## src/icdbg_pkg.sv

```systemverilog
// icdbg_pkg: constants, encodings and state layout of the icache debug-read block.
// assumes: the core numbers bits with bit 0 as msb; here vectors are lsb-0, so
// field positions below are already converted to [31:0] indexing.
package icdbg_pkg;

    // special register address of icache_debug_data
    localparam logic [9:0] ICDBG_SPR_DEBUG_DATA = 10'h3D3;

    // effective-address fields (lsb-0 indices of ea[31:0])
    localparam int ICDBG_EA_SET_LSB = 5;
    localparam int ICDBG_EA_SET_W = 5;
    localparam int ICDBG_EA_WORD_LSB = 2;
    localparam int ICDBG_EA_WORD_W = 3;

    // icache_debug_data layout (lsb-0 indices)
    localparam int ICDBG_LINE_CONTENT_FIELD_LSB = 10;
    localparam int ICDBG_LINE_CONTENT_FIELD_W = 22;
    localparam int ICDBG_VALID_BIT = 4;
    localparam int ICDBG_LRU_BIT = 0;
    localparam logic [31:0] ICDBG_DEBUG_RESET = 32'h0000_0000;

    // way_select and line_content_field_select encodings
    localparam logic ICDBG_WAY_A = 1'b0;
    localparam logic ICDBG_WAY_B = 1'b1;
    localparam logic ICDBG_LINE_CONTENT_FIELD_WORD = 1'b0;
    localparam logic ICDBG_LINE_CONTENT_FIELD_TAG = 1'b1;

    typedef enum logic [2:0] {
        ICDBG_OP_NONE = 3'h0,
        ICDBG_OP_ICREAD = 3'h1,
        ICDBG_OP_CTXSYNC = 3'h2,
        ICDBG_OP_STOREBACK = 3'h3,
        ICDBG_OP_MEMSYNC = 3'h4,
        ICDBG_OP_ICINVAL = 3'h5,
        ICDBG_OP_DCFLUSH = 3'h6
    } icdbg_op_t;

    // gray-coded along idle -> read -> dcache wait -> memory sync wait
    typedef enum logic [1:0] {
        ICDBG_ST_IDLE = 2'h0,
        ICDBG_ST_ARRAY = 2'h1,
        ICDBG_ST_DCWAIT = 2'h3,
        ICDBG_ST_SYNCWAIT = 2'h2
    } icdbg_state_t;

    typedef struct packed {
        icdbg_op_t op;
        logic [31:0] ea;
    } icdbg_cmd_t;

    typedef struct packed {
        logic [21:0] tag;
        logic valid;
        logic lru;
        logic [31:0] word;
    } icdbg_array_t;

    typedef struct packed {
        icdbg_state_t state;
        logic busy;
        logic [31:0] debug_data;
        logic line_content_field_sel;
        logic arr_rd;
        logic [4:0] arr_set;
        logic arr_way;
        logic [2:0] arr_word;
        logic ic_inval;
        logic [31:0] maint_ea;
        logic dc_req;
        logic dc_flush;
        logic pf_discard;
        logic spr_ack;
        logic [31:0] spr_rdata;
        logic priv_fault;
    } icdbg_regs_t;

endpackage : icdbg_pkg

```

## src/icdbg_top.sv

```systemverilog
// icdbg_top: icache debug read into icache_debug_data plus cache-control sequencing.
// assumes: one command at a time from the pipeline (cmd_ready_o handshake); the icache
// array answers combinationally while arr_rd_o is high; the dcache and memory side
// answer dc_done_i / mem_pending_i.
`timescale 1ns/10ps
module icdbg_top (
    // clock and reset
    input wire logic clock_i,
    input wire logic rst_n_i,
    // command from the pipeline
    input wire logic cmd_valid_i,
    input wire icdbg_pkg::icdbg_cmd_t cmd_i,
    output logic cmd_ready_o,
    // core_config_reg fields
    input wire logic way_select_i,
    input wire logic line_content_field_select_i,
    // icache array read port and invalidate
    output logic arr_rd_o,
    output logic [4:0] arr_set_o,
    output logic arr_way_o,
    output logic [2:0] arr_word_o,
    input wire icdbg_pkg::icdbg_array_t arr_i,
    output logic ic_inval_o,
    // dcache maintenance, memory sync and prefetch discard
    output logic dc_req_o,
    output logic dc_flush_o,
    output logic [31:0] maint_ea_o,
    input wire logic dc_done_i,
    input wire logic mem_pending_i,
    output logic prefetch_discard_o,
    // special register read
    input wire logic spr_rd_i,
    input wire logic [9:0] spr_addr_i,
    input wire logic priv_i,
    output logic spr_ack_o,
    output logic [31:0] spr_rdata_o,
    output logic priv_fault_o
);

    icdbg_pkg::icdbg_regs_t r_ff;
    icdbg_pkg::icdbg_regs_t nxt_r;
    logic take;
    logic [31:0] word_pick;
    logic [31:0] captured;

    assign take = cmd_valid_i && !r_ff.busy;

    always_comb begin
        nxt_r = r_ff;
        nxt_r.ic_inval = 1'b0;
        nxt_r.pf_discard = 1'b0;
        nxt_r.arr_rd = 1'b0;
        nxt_r.spr_ack = 1'b0;
        nxt_r.priv_fault = 1'b0;
        word_pick = arr_i.word;
        captured = 32'h0000_0000; // reserved bits stay zero
        captured[icdbg_pkg::ICDBG_LINE_CONTENT_FIELD_LSB +: icdbg_pkg::ICDBG_LINE_CONTENT_FIELD_W] =
            (r_ff.line_content_field_sel == icdbg_pkg::ICDBG_LINE_CONTENT_FIELD_TAG) ? arr_i.tag
            : word_pick[31 -: icdbg_pkg::ICDBG_LINE_CONTENT_FIELD_W];
        captured[icdbg_pkg::ICDBG_VALID_BIT] = arr_i.valid;
        captured[icdbg_pkg::ICDBG_LRU_BIT] = arr_i.lru;
        case (r_ff.state)
            icdbg_pkg::ICDBG_ST_IDLE: begin
                if (take) begin
                    nxt_r.maint_ea = cmd_i.ea;
                    case (cmd_i.op)
                        icdbg_pkg::ICDBG_OP_ICREAD: begin
                            nxt_r.state = icdbg_pkg::ICDBG_ST_ARRAY;
                            nxt_r.busy = 1'b1;
                            nxt_r.arr_rd = 1'b1;
                            nxt_r.arr_set = cmd_i.ea[icdbg_pkg::ICDBG_EA_SET_LSB +:
                                icdbg_pkg::ICDBG_EA_SET_W];
                            nxt_r.arr_way = way_select_i;
                            nxt_r.arr_word = cmd_i.ea[icdbg_pkg::ICDBG_EA_WORD_LSB +:
                                icdbg_pkg::ICDBG_EA_WORD_W];
                            nxt_r.line_content_field_sel = line_content_field_select_i;
                        end
                        icdbg_pkg::ICDBG_OP_CTXSYNC: begin
                            nxt_r.pf_discard = 1'b1;
                        end
                        icdbg_pkg::ICDBG_OP_ICINVAL: begin
                            nxt_r.ic_inval = 1'b1;
                        end
                        icdbg_pkg::ICDBG_OP_STOREBACK, icdbg_pkg::ICDBG_OP_DCFLUSH: begin
                            nxt_r.state = icdbg_pkg::ICDBG_ST_DCWAIT;
                            nxt_r.busy = 1'b1;
                            nxt_r.dc_req = 1'b1;
                            nxt_r.dc_flush = (cmd_i.op == icdbg_pkg::ICDBG_OP_DCFLUSH);
                        end
                        icdbg_pkg::ICDBG_OP_MEMSYNC: begin
                            if (mem_pending_i) begin
                                nxt_r.state = icdbg_pkg::ICDBG_ST_SYNCWAIT;
                                nxt_r.busy = 1'b1;
                            end
                        end
                        default: begin
                        end
                    endcase
                end
            end
            icdbg_pkg::ICDBG_ST_ARRAY: begin
                nxt_r.debug_data = captured;
                nxt_r.state = icdbg_pkg::ICDBG_ST_IDLE;
                nxt_r.busy = 1'b0;
            end
            icdbg_pkg::ICDBG_ST_DCWAIT: begin
                if (dc_done_i) begin
                    nxt_r.dc_req = 1'b0;
                    nxt_r.dc_flush = 1'b0;
                    nxt_r.state = icdbg_pkg::ICDBG_ST_IDLE;
                    nxt_r.busy = 1'b0;
                end
            end
            icdbg_pkg::ICDBG_ST_SYNCWAIT: begin
                if (!mem_pending_i) begin
                    nxt_r.state = icdbg_pkg::ICDBG_ST_IDLE;
                    nxt_r.busy = 1'b0;
                end
            end
            default: begin
                nxt_r.state = icdbg_pkg::ICDBG_ST_IDLE;
                nxt_r.busy = 1'b0;
            end
        endcase
        // a read racing an unsynchronised debug read sees the older value
        if (spr_rd_i && spr_addr_i == icdbg_pkg::ICDBG_SPR_DEBUG_DATA) begin
            nxt_r.spr_ack = 1'b1;
            nxt_r.priv_fault = !priv_i;
            nxt_r.spr_rdata = priv_i ? r_ff.debug_data : 32'h0000_0000;
        end
    end

    always_ff @(posedge clock_i) begin
        if (!rst_n_i) begin
            r_ff <= '0;
            r_ff.debug_data <= icdbg_pkg::ICDBG_DEBUG_RESET;
        end else begin
            r_ff <= nxt_r;
        end
    end

    assign cmd_ready_o = !r_ff.busy;
    assign arr_rd_o = r_ff.arr_rd;
    assign arr_set_o = r_ff.arr_set;
    assign arr_way_o = r_ff.arr_way;
    assign arr_word_o = r_ff.arr_word;
    assign ic_inval_o = r_ff.ic_inval;
    assign dc_req_o = r_ff.dc_req;
    assign dc_flush_o = r_ff.dc_flush;
    assign maint_ea_o = r_ff.maint_ea;
    assign prefetch_discard_o = r_ff.pf_discard;
    assign spr_ack_o = r_ff.spr_ack;
    assign spr_rdata_o = r_ff.spr_rdata;
    assign priv_fault_o = r_ff.priv_fault;
endmodule : icdbg_top

```

## config.mk

```make
export PLATFORM = sky130hd
export DESIGN_NAME = icdbg_top
export DESIGN_NICKNAME = d
export VERILOG_FILES = /design/src/icdbg_pkg.sv /design/src/icdbg_top.sv
export SDC_FILE = /design/constraint.sdc
export NUM_CORES = 1
export LEC_CHECK = 0
export BUFFER_PORTS_ARGS = -buffer_cell sky130_fd_sc_hd__buf_4
export CAP_MARGIN = 20
export CORE_ASPECT_RATIO = 0.7
export CORE_MARGIN = 4
export CORE_UTILIZATION = 30
export CTS_CLUSTER_SIZE = 10
export DETAILED_ROUTE_END_ITERATION = 6
export GPL_TIMING_DRIVEN = 1
export PLACE_DENSITY = 0.59
export SKIP_LAST_GASP = 1
export SYNTH_ARGS = -nofsm -noshare
export SYNTH_HDL_FRONTEND = slang
export SYNTH_SLANG_ARGS = --single-unit
```

## constraint.sdc

```tcl
create_clock -name clock_i -period 2.7 [get_ports clock_i]
set_input_delay 0.54 -clock clock_i [delete_from_list [all_inputs] [get_ports clock_i]]
set_output_delay 0.54 -clock clock_i [all_outputs]
set_load 0.02 [all_outputs]
```

==> results.toml, run 1 <==
[sta]
tns_ns = 0
finalSetupViolations = 0
skew_ns = 0.01284
fmax_ghz = 0.5735
slew_headroom_pct = 34.50
rsz0062_at_grt = "no"
fin_crit_sh_pct = 64.58
slew_violations = 0
finalCriticalPeriod_ns = 1.744
tightest_slew_ns = 0.9825
finalHoldViolations = 0

[pwr]
ir_drop_mv = 0.2928
power_density_nw_per_um2 = 596.3
pwr-share-clk_pct = 37.8
swShare_pct = 26.91
leakage_nw = 2.289
seq_power_share_pct = 47.9
combPwrFrac_pct = 14.3
switching_power_mw = 0.8844
totalPowerFinal_mw = 3.287
p_int_mw = 2.402

[hold_path]
min_path_type = "in2reg"
hold_path_startpoint = "priv_i"

[critical_path]
path_delay_family = "simple AND/OR/NAND/NOR gates"
cp_max_fo = 44
path_cells = "nor4b_4 > buf_4 > nand2_1 > nor4b_1"
end_kind = "flop"
start_kind = "flop"
worst_ep_arrival_time_ns = 1.99
r2r_slack_ns = 0.96
worstSetupStartpoint = "r_ff[115]"
cp.required_ns = 2.95
rr_startpoint = "r_ff[115]"
cpPeakStageDelay_ns = 0.43
critPathSlowestCell = "dfxtp_1"
worstSetupPathType = "reg2reg"
worst-path-buf-inv = 1

[global_route]
grt_pass1_vias = 3242
grt_pass1_wl_mm = 16.15
grt_overflow = 0
grt_max_degree = 47
grt_usage_pct = 12.44
antenna_found_initial = 0

[cts]
clkLatencyLatePin_ns = 0.34
cts_hold_buf = 0
clock-root-buffer = "clkbuf_16"
cts_tree = "done"
clock_path_buffers = 2
cts_sinks = 100
cts_made_buffers = 9
post_cts_resized = 0
cts_setup_buffers = 0
htreeDepth = 3
cts.clk_slew.worst_paths_ns = 0.07

[routing]
met2_length_mm = 5.042
dr.first_iter.drc_count = 165
wire_per_inst_um = 13.85
drc = 0
drt-total-wl_mm = 10.53
ant_nets = 0
routed.top_layer = "met4"
viasPerCell = 4.464
firstDrtPassIters = 4
vias = 3393
wl_met3_um = 812
wl_met1_mm = 4.561

[logic_synthesis]
synth_area_per_cell_sq_um = 9.131
synth_cells = 474
ys_seq_elements = 100
yosysSeqAreaShare_pct = 46.26
ys_types = 41
synth_enable_flop_cells = 0
netlist_top_cells_count = "dfxtp_1 (100), buf_4 (73), nand2_1 (69)"
ys.flop_type = "dfxtp_1"
synth_top_cell_area_share_pct = 46.26
synth_area_leaders = "dfxtp_1 (46%), buf_4 (13%), nand2_1 (6.0%)"
yosysWarnings = 0
yosysMostFrequentCell = "dfxtp_1"
synth_top_cell_by_area = "dfxtp_1"
syn_area_sq_um = 4328
async_reset_ff_share_pct = 0

[final_layout]
nNetsFinal = 675
drive_gt1_share_pct = 35.79
antennaDiodeCount = 0
syn_to_final_growth_pct = 27.35

[place]
io_buffers = 172
hpwlAfterDp_mm = 7.845
finalWeightedCongestion = 0.7821

[die]
die_area_sq_um = 16440
die_h_um = 108.5
initial_core_util_pct = 30.89
die_w_um = 151.6
io_pins = 191
core_sq_um = 14010
fp-row-count = 36

[outcome]
status = "finished, final reports clean"

[flow_run]
drv_cap = 0
layout by cell type, fill, tap and decap left out, drive strengths merged, types with 2 or more instances in the layout:
cell and instances:
o21ai 13, nand3b 2, a211oi 22, nor4 2
nor3b 2, nor4b 2, a22o 24, mux2i 25
inv 8, dfxtp 100, a21oi 45, nand3 12
nor2 25, conb 8, clkinv 3, buf 178
or3b 2, nand2 69, nor2b 6, clkbuf 9
final cells by class:
| cell class | count | area [sq um] |
|---|---|---|
| clock buffers | 9 | 225.2 |
| multi-input cells | 272 | 1628 |
| fillers | 1412 | 8497 |
| clock inverters | 7 | 67.56 |
| repair buffers | 178 | 1336 |
| inverters | 4 | 15.01 |
| flip-flops and latches | 100 | 2002 |
| well taps | 190 | 237.7 |
power by group through the flow:
| stage | clock network, mW | logic, mW | registers, mW |
|---|---|---|---|
| floorplan | 0 | 0.327 | 1.60 |
| global route | 1.38 | 0.514 | 1.58 |
| global placement | 0 | 0.468 | 1.61 |
| finish | 1.24 | 0.469 | 1.58 |
| detailed placement | 0 | 0.476 | 1.61 |
| CTS | 1.30 | 0.476 | 1.58 |
final timing paths:
path,end,depth (start not counted)
worst max register to register,prefetch_discard_o,4
worst min-delay path,priv_fault_o,2
worst min register to register,maint_ea_o[13],2
worst max-delay path,prefetch_discard_o,4
state kept, by name, indices dropped and copies added, names as in the netlist, 3 cells and up:
register	flops
arr_set_o	5
spr_rdata_o	24
r_ff	28
arr_word_o	3
maint_ea_o	32
kinds of logic after synthesis:
group,count (synthesis),share of synthesized area (%)
xor gates and xnor gates,1,0.2024
DFF,100,46.26
muxes,25,5.782
other,1,0.08665
and+or+nand+nor,128,14.14
AOI/OAI and AO/OA,110,16.62
buffers and inverters,109,16.91
per-stage QoR:
step	util [%]	setup slack [ns]	instances	area, sq um	hold slack (ns)
2_1_floorplan	-	0.9765	481	4354	0.4367
3_3_place_gp	37.25	0.6526	744	5219	0.4428
3_5_place_dp	37.25	0.6341	744	5219	0.4521
4_1_cts	39.34	0.9259	760	5512	0.3566
5_1_grt	39.34	0.7486	760	5512	0.3625
6_report	39.34	0.9564	760	5512	0.3713
per-layer routing:
layer / track usage [%] / vias to the layer above
li1: - / 1734
met1: 15.56 / 1552
met2: 20.41 / 101
met3: 4.273 / 6
met4: 3.590 / 0
met5: 0 / -
(Power assumes the default switching activity.)
==> run 2, diff against run 1 <==
clock period = 1.7 ns   (was 2.7 ns; I/O delays follow)
==> run 2 against run 1 <==
  * Register-to-register slack lost 0.84 ns
  * Via count grew 1.8%
  * First-iteration DRC count shrank 30%
  * Maximum frequency is 10% higher
  * Total power up 60%
  * Setup slack lost 0.84 ns
  * Cell count grew 1.1%
  * Cell area increased by 2.0%
  * Critical path depth did not move
  * Sequential power rose by 58%
  * Die area unchanged
  * Sequential cell count unchanged
  * Largest cell class unchanged
==> results.toml, run 2 (synthesized netlist as in run 1, its figures left out) <==
[cts]
clock-root-buffer = "clkbuf_16"
cts_setup_buffers = 0
cts_hold_buf = 0
cts_made_buffers = 9
clock_path_buffers = 2
htreeDepth = 3
clkLatencyLatePin_ns = 0.34
cts.clk_slew.worst_paths_ns = 0.07
post_cts_resized = 0
cts_tree = "done"
cts_sinks = 100

[place]
io_buffers = 172
finalWeightedCongestion = 0.7793
post-place-ws_ns = 0.03157
placed_cells = 752
hpwlAfterDp_mm = 7.945

[hold_path]
hold-path-cell-count = 2
min_path_type = "in2reg"

[routing]
wl_met3_um = 866
ant_nets = 0
routed.top_layer = "met4"
drt-total-wl_mm = 10.78
wire_per_inst_um = 14.03
wl_met1_mm = 4.839
drc = 0
dr.first_iter.drc_count = 115
firstDrtPassIters = 4
viasPerCell = 4.499
met2_length_mm = 4.958
vias = 3455

[die]
io_pins = 191
die_area_sq_um = 16440
die_w_um = 151.6
fp-row-count = 36
core_sq_um = 14010
die_h_um = 108.5
initial_core_util_pct = 30.89

[critical_path]
path_cells = "or4b_4 > buf_4 > nand2_1 > a21oi_1"
worst_ep_arrival_time_ns = 1.79
worst-path-buf-inv = 1
end_kind = "flop"
cpPeakStageDelay_ns = 0.71
worstSetupStartpoint = "r_ff[114]"
worstSetupPathType = "reg2reg"
reg2regPathDepth = 4
critPathCapture = "maint_ea_o[29]"
path_delay_family = "simple AND/OR/NAND/NOR gates"
path_depth = 4
cp.required_ns = 1.91
rr_startpoint = "r_ff[114]"
start_kind = "flop"
r2r_slack_ns = 0.12
cp_max_fo = 27
r2r-end = "maint_ea_o[29]"
critPathSlowestCell = "or4b_4"

[pwr]
seq_power_share_pct = 47.3
combPwrFrac_pct = 15.0
p_int_mw = 3.874
leakage_nw = 2.339
swShare_pct = 26.45
switching_power_mw = 1.393
ir_drop_mv = 0.5179
power_density_nw_per_um2 = 936.9
pwr-share-clk_pct = 37.7

[final_layout]
final_common_cell = "buf_4"
mostFrequentLayoutCells = "buf_4 (182), dfxtp_1 (100), nand2_1 (69)"
drive_gt1_share_pct = 36.68
largest_reg_flops = 32
antennaDiodeCount = 0
syn_to_final_growth_pct = 29.89
nNetsFinal = 683
layout.cells.non_filler = 768

[sta]
finalHoldViolations = 0
fin_crit_sh_pct = 93.05
final.hold.worst_slack_ns = 0.1696
finalSetupViolations = 0
rsz0062_at_grt = "no"
tns_ns = 0
skew_ns = 0.009101
slew_violations = 0
finalCriticalPeriod_ns = 1.582
fmax_ghz = 0.6322
setup_ws_ns = 0.1181

[global_route]
grt_usage_pct = 12.56
grt_max_degree = 47
grt_overflow = 0
grt_pass1_vias = 3273
grt_pass1_wl_mm = 16.55
antenna_found_initial = 0

[outcome]
status = "finished, final reports clean"

[flow_run]
drv_cap = 0
[run 2: changes by cell type in the layout (fill, tap and decap cells not counted), sizes merged]
cell      previous run  this run
buf                178       186
clkbuf               9        10
clkinvlp             0         1
clkinv               3         1
[run 2: power by group through the flow]
stage               clock, mW  sequential (mW)  combinational, mW
floorplan                   0             2.54              0.520
global placement            0             2.54              0.785
detailed placement          0             2.54              0.801
CTS                      2.09             2.49              0.803
global route             2.16             2.50              0.867
finish                   1.99             2.49              0.791
[run 2: through the flow]
step / util (%) / cell area [sq um] / total power [mW]
2_1_floorplan: - / 4354 / 3.059
5_1_grt: 40.13 / 5622 / 5.534
4_1_cts: 40.13 / 5622 / 5.379
3_3_place_gp: 38.04 / 5329 / 3.325
6_report: 40.13 / 5622 / 5.267
3_5_place_dp: 38.04 / 5329 / 3.346
[run 2: cell type report]
type	instances	area (sq um)
multi-input combinational	272	1628
tap	190	237.7
fill	1405	8387
sequential	100	2002
timing repair buffer	186	1446
clock buffer	10	239.0
inverter	4	15.01
clock inverter	6	53.80
[run 2: worst min path at each step]
stage              startpoint             end  slack, ns
3_5_place_dp   maint_ea_o[19]  maint_ea_o[19]       0.45
5_1_grt                priv_i    priv_fault_o       0.15
2_1_floorplan          priv_i    priv_fault_o       0.41
3_3_place_gp    maint_ea_o[0]   maint_ea_o[0]       0.44
6_report               priv_i    priv_fault_o       0.17
4_1_cts                priv_i    priv_fault_o       0.15
[run 2: metal layers]
layer	track usage, %	up-vias
met5	0	-
met4	3.077	0
met3	4.525	11
met2	20.03	98
met1	16.27	1600
li1	-	1746
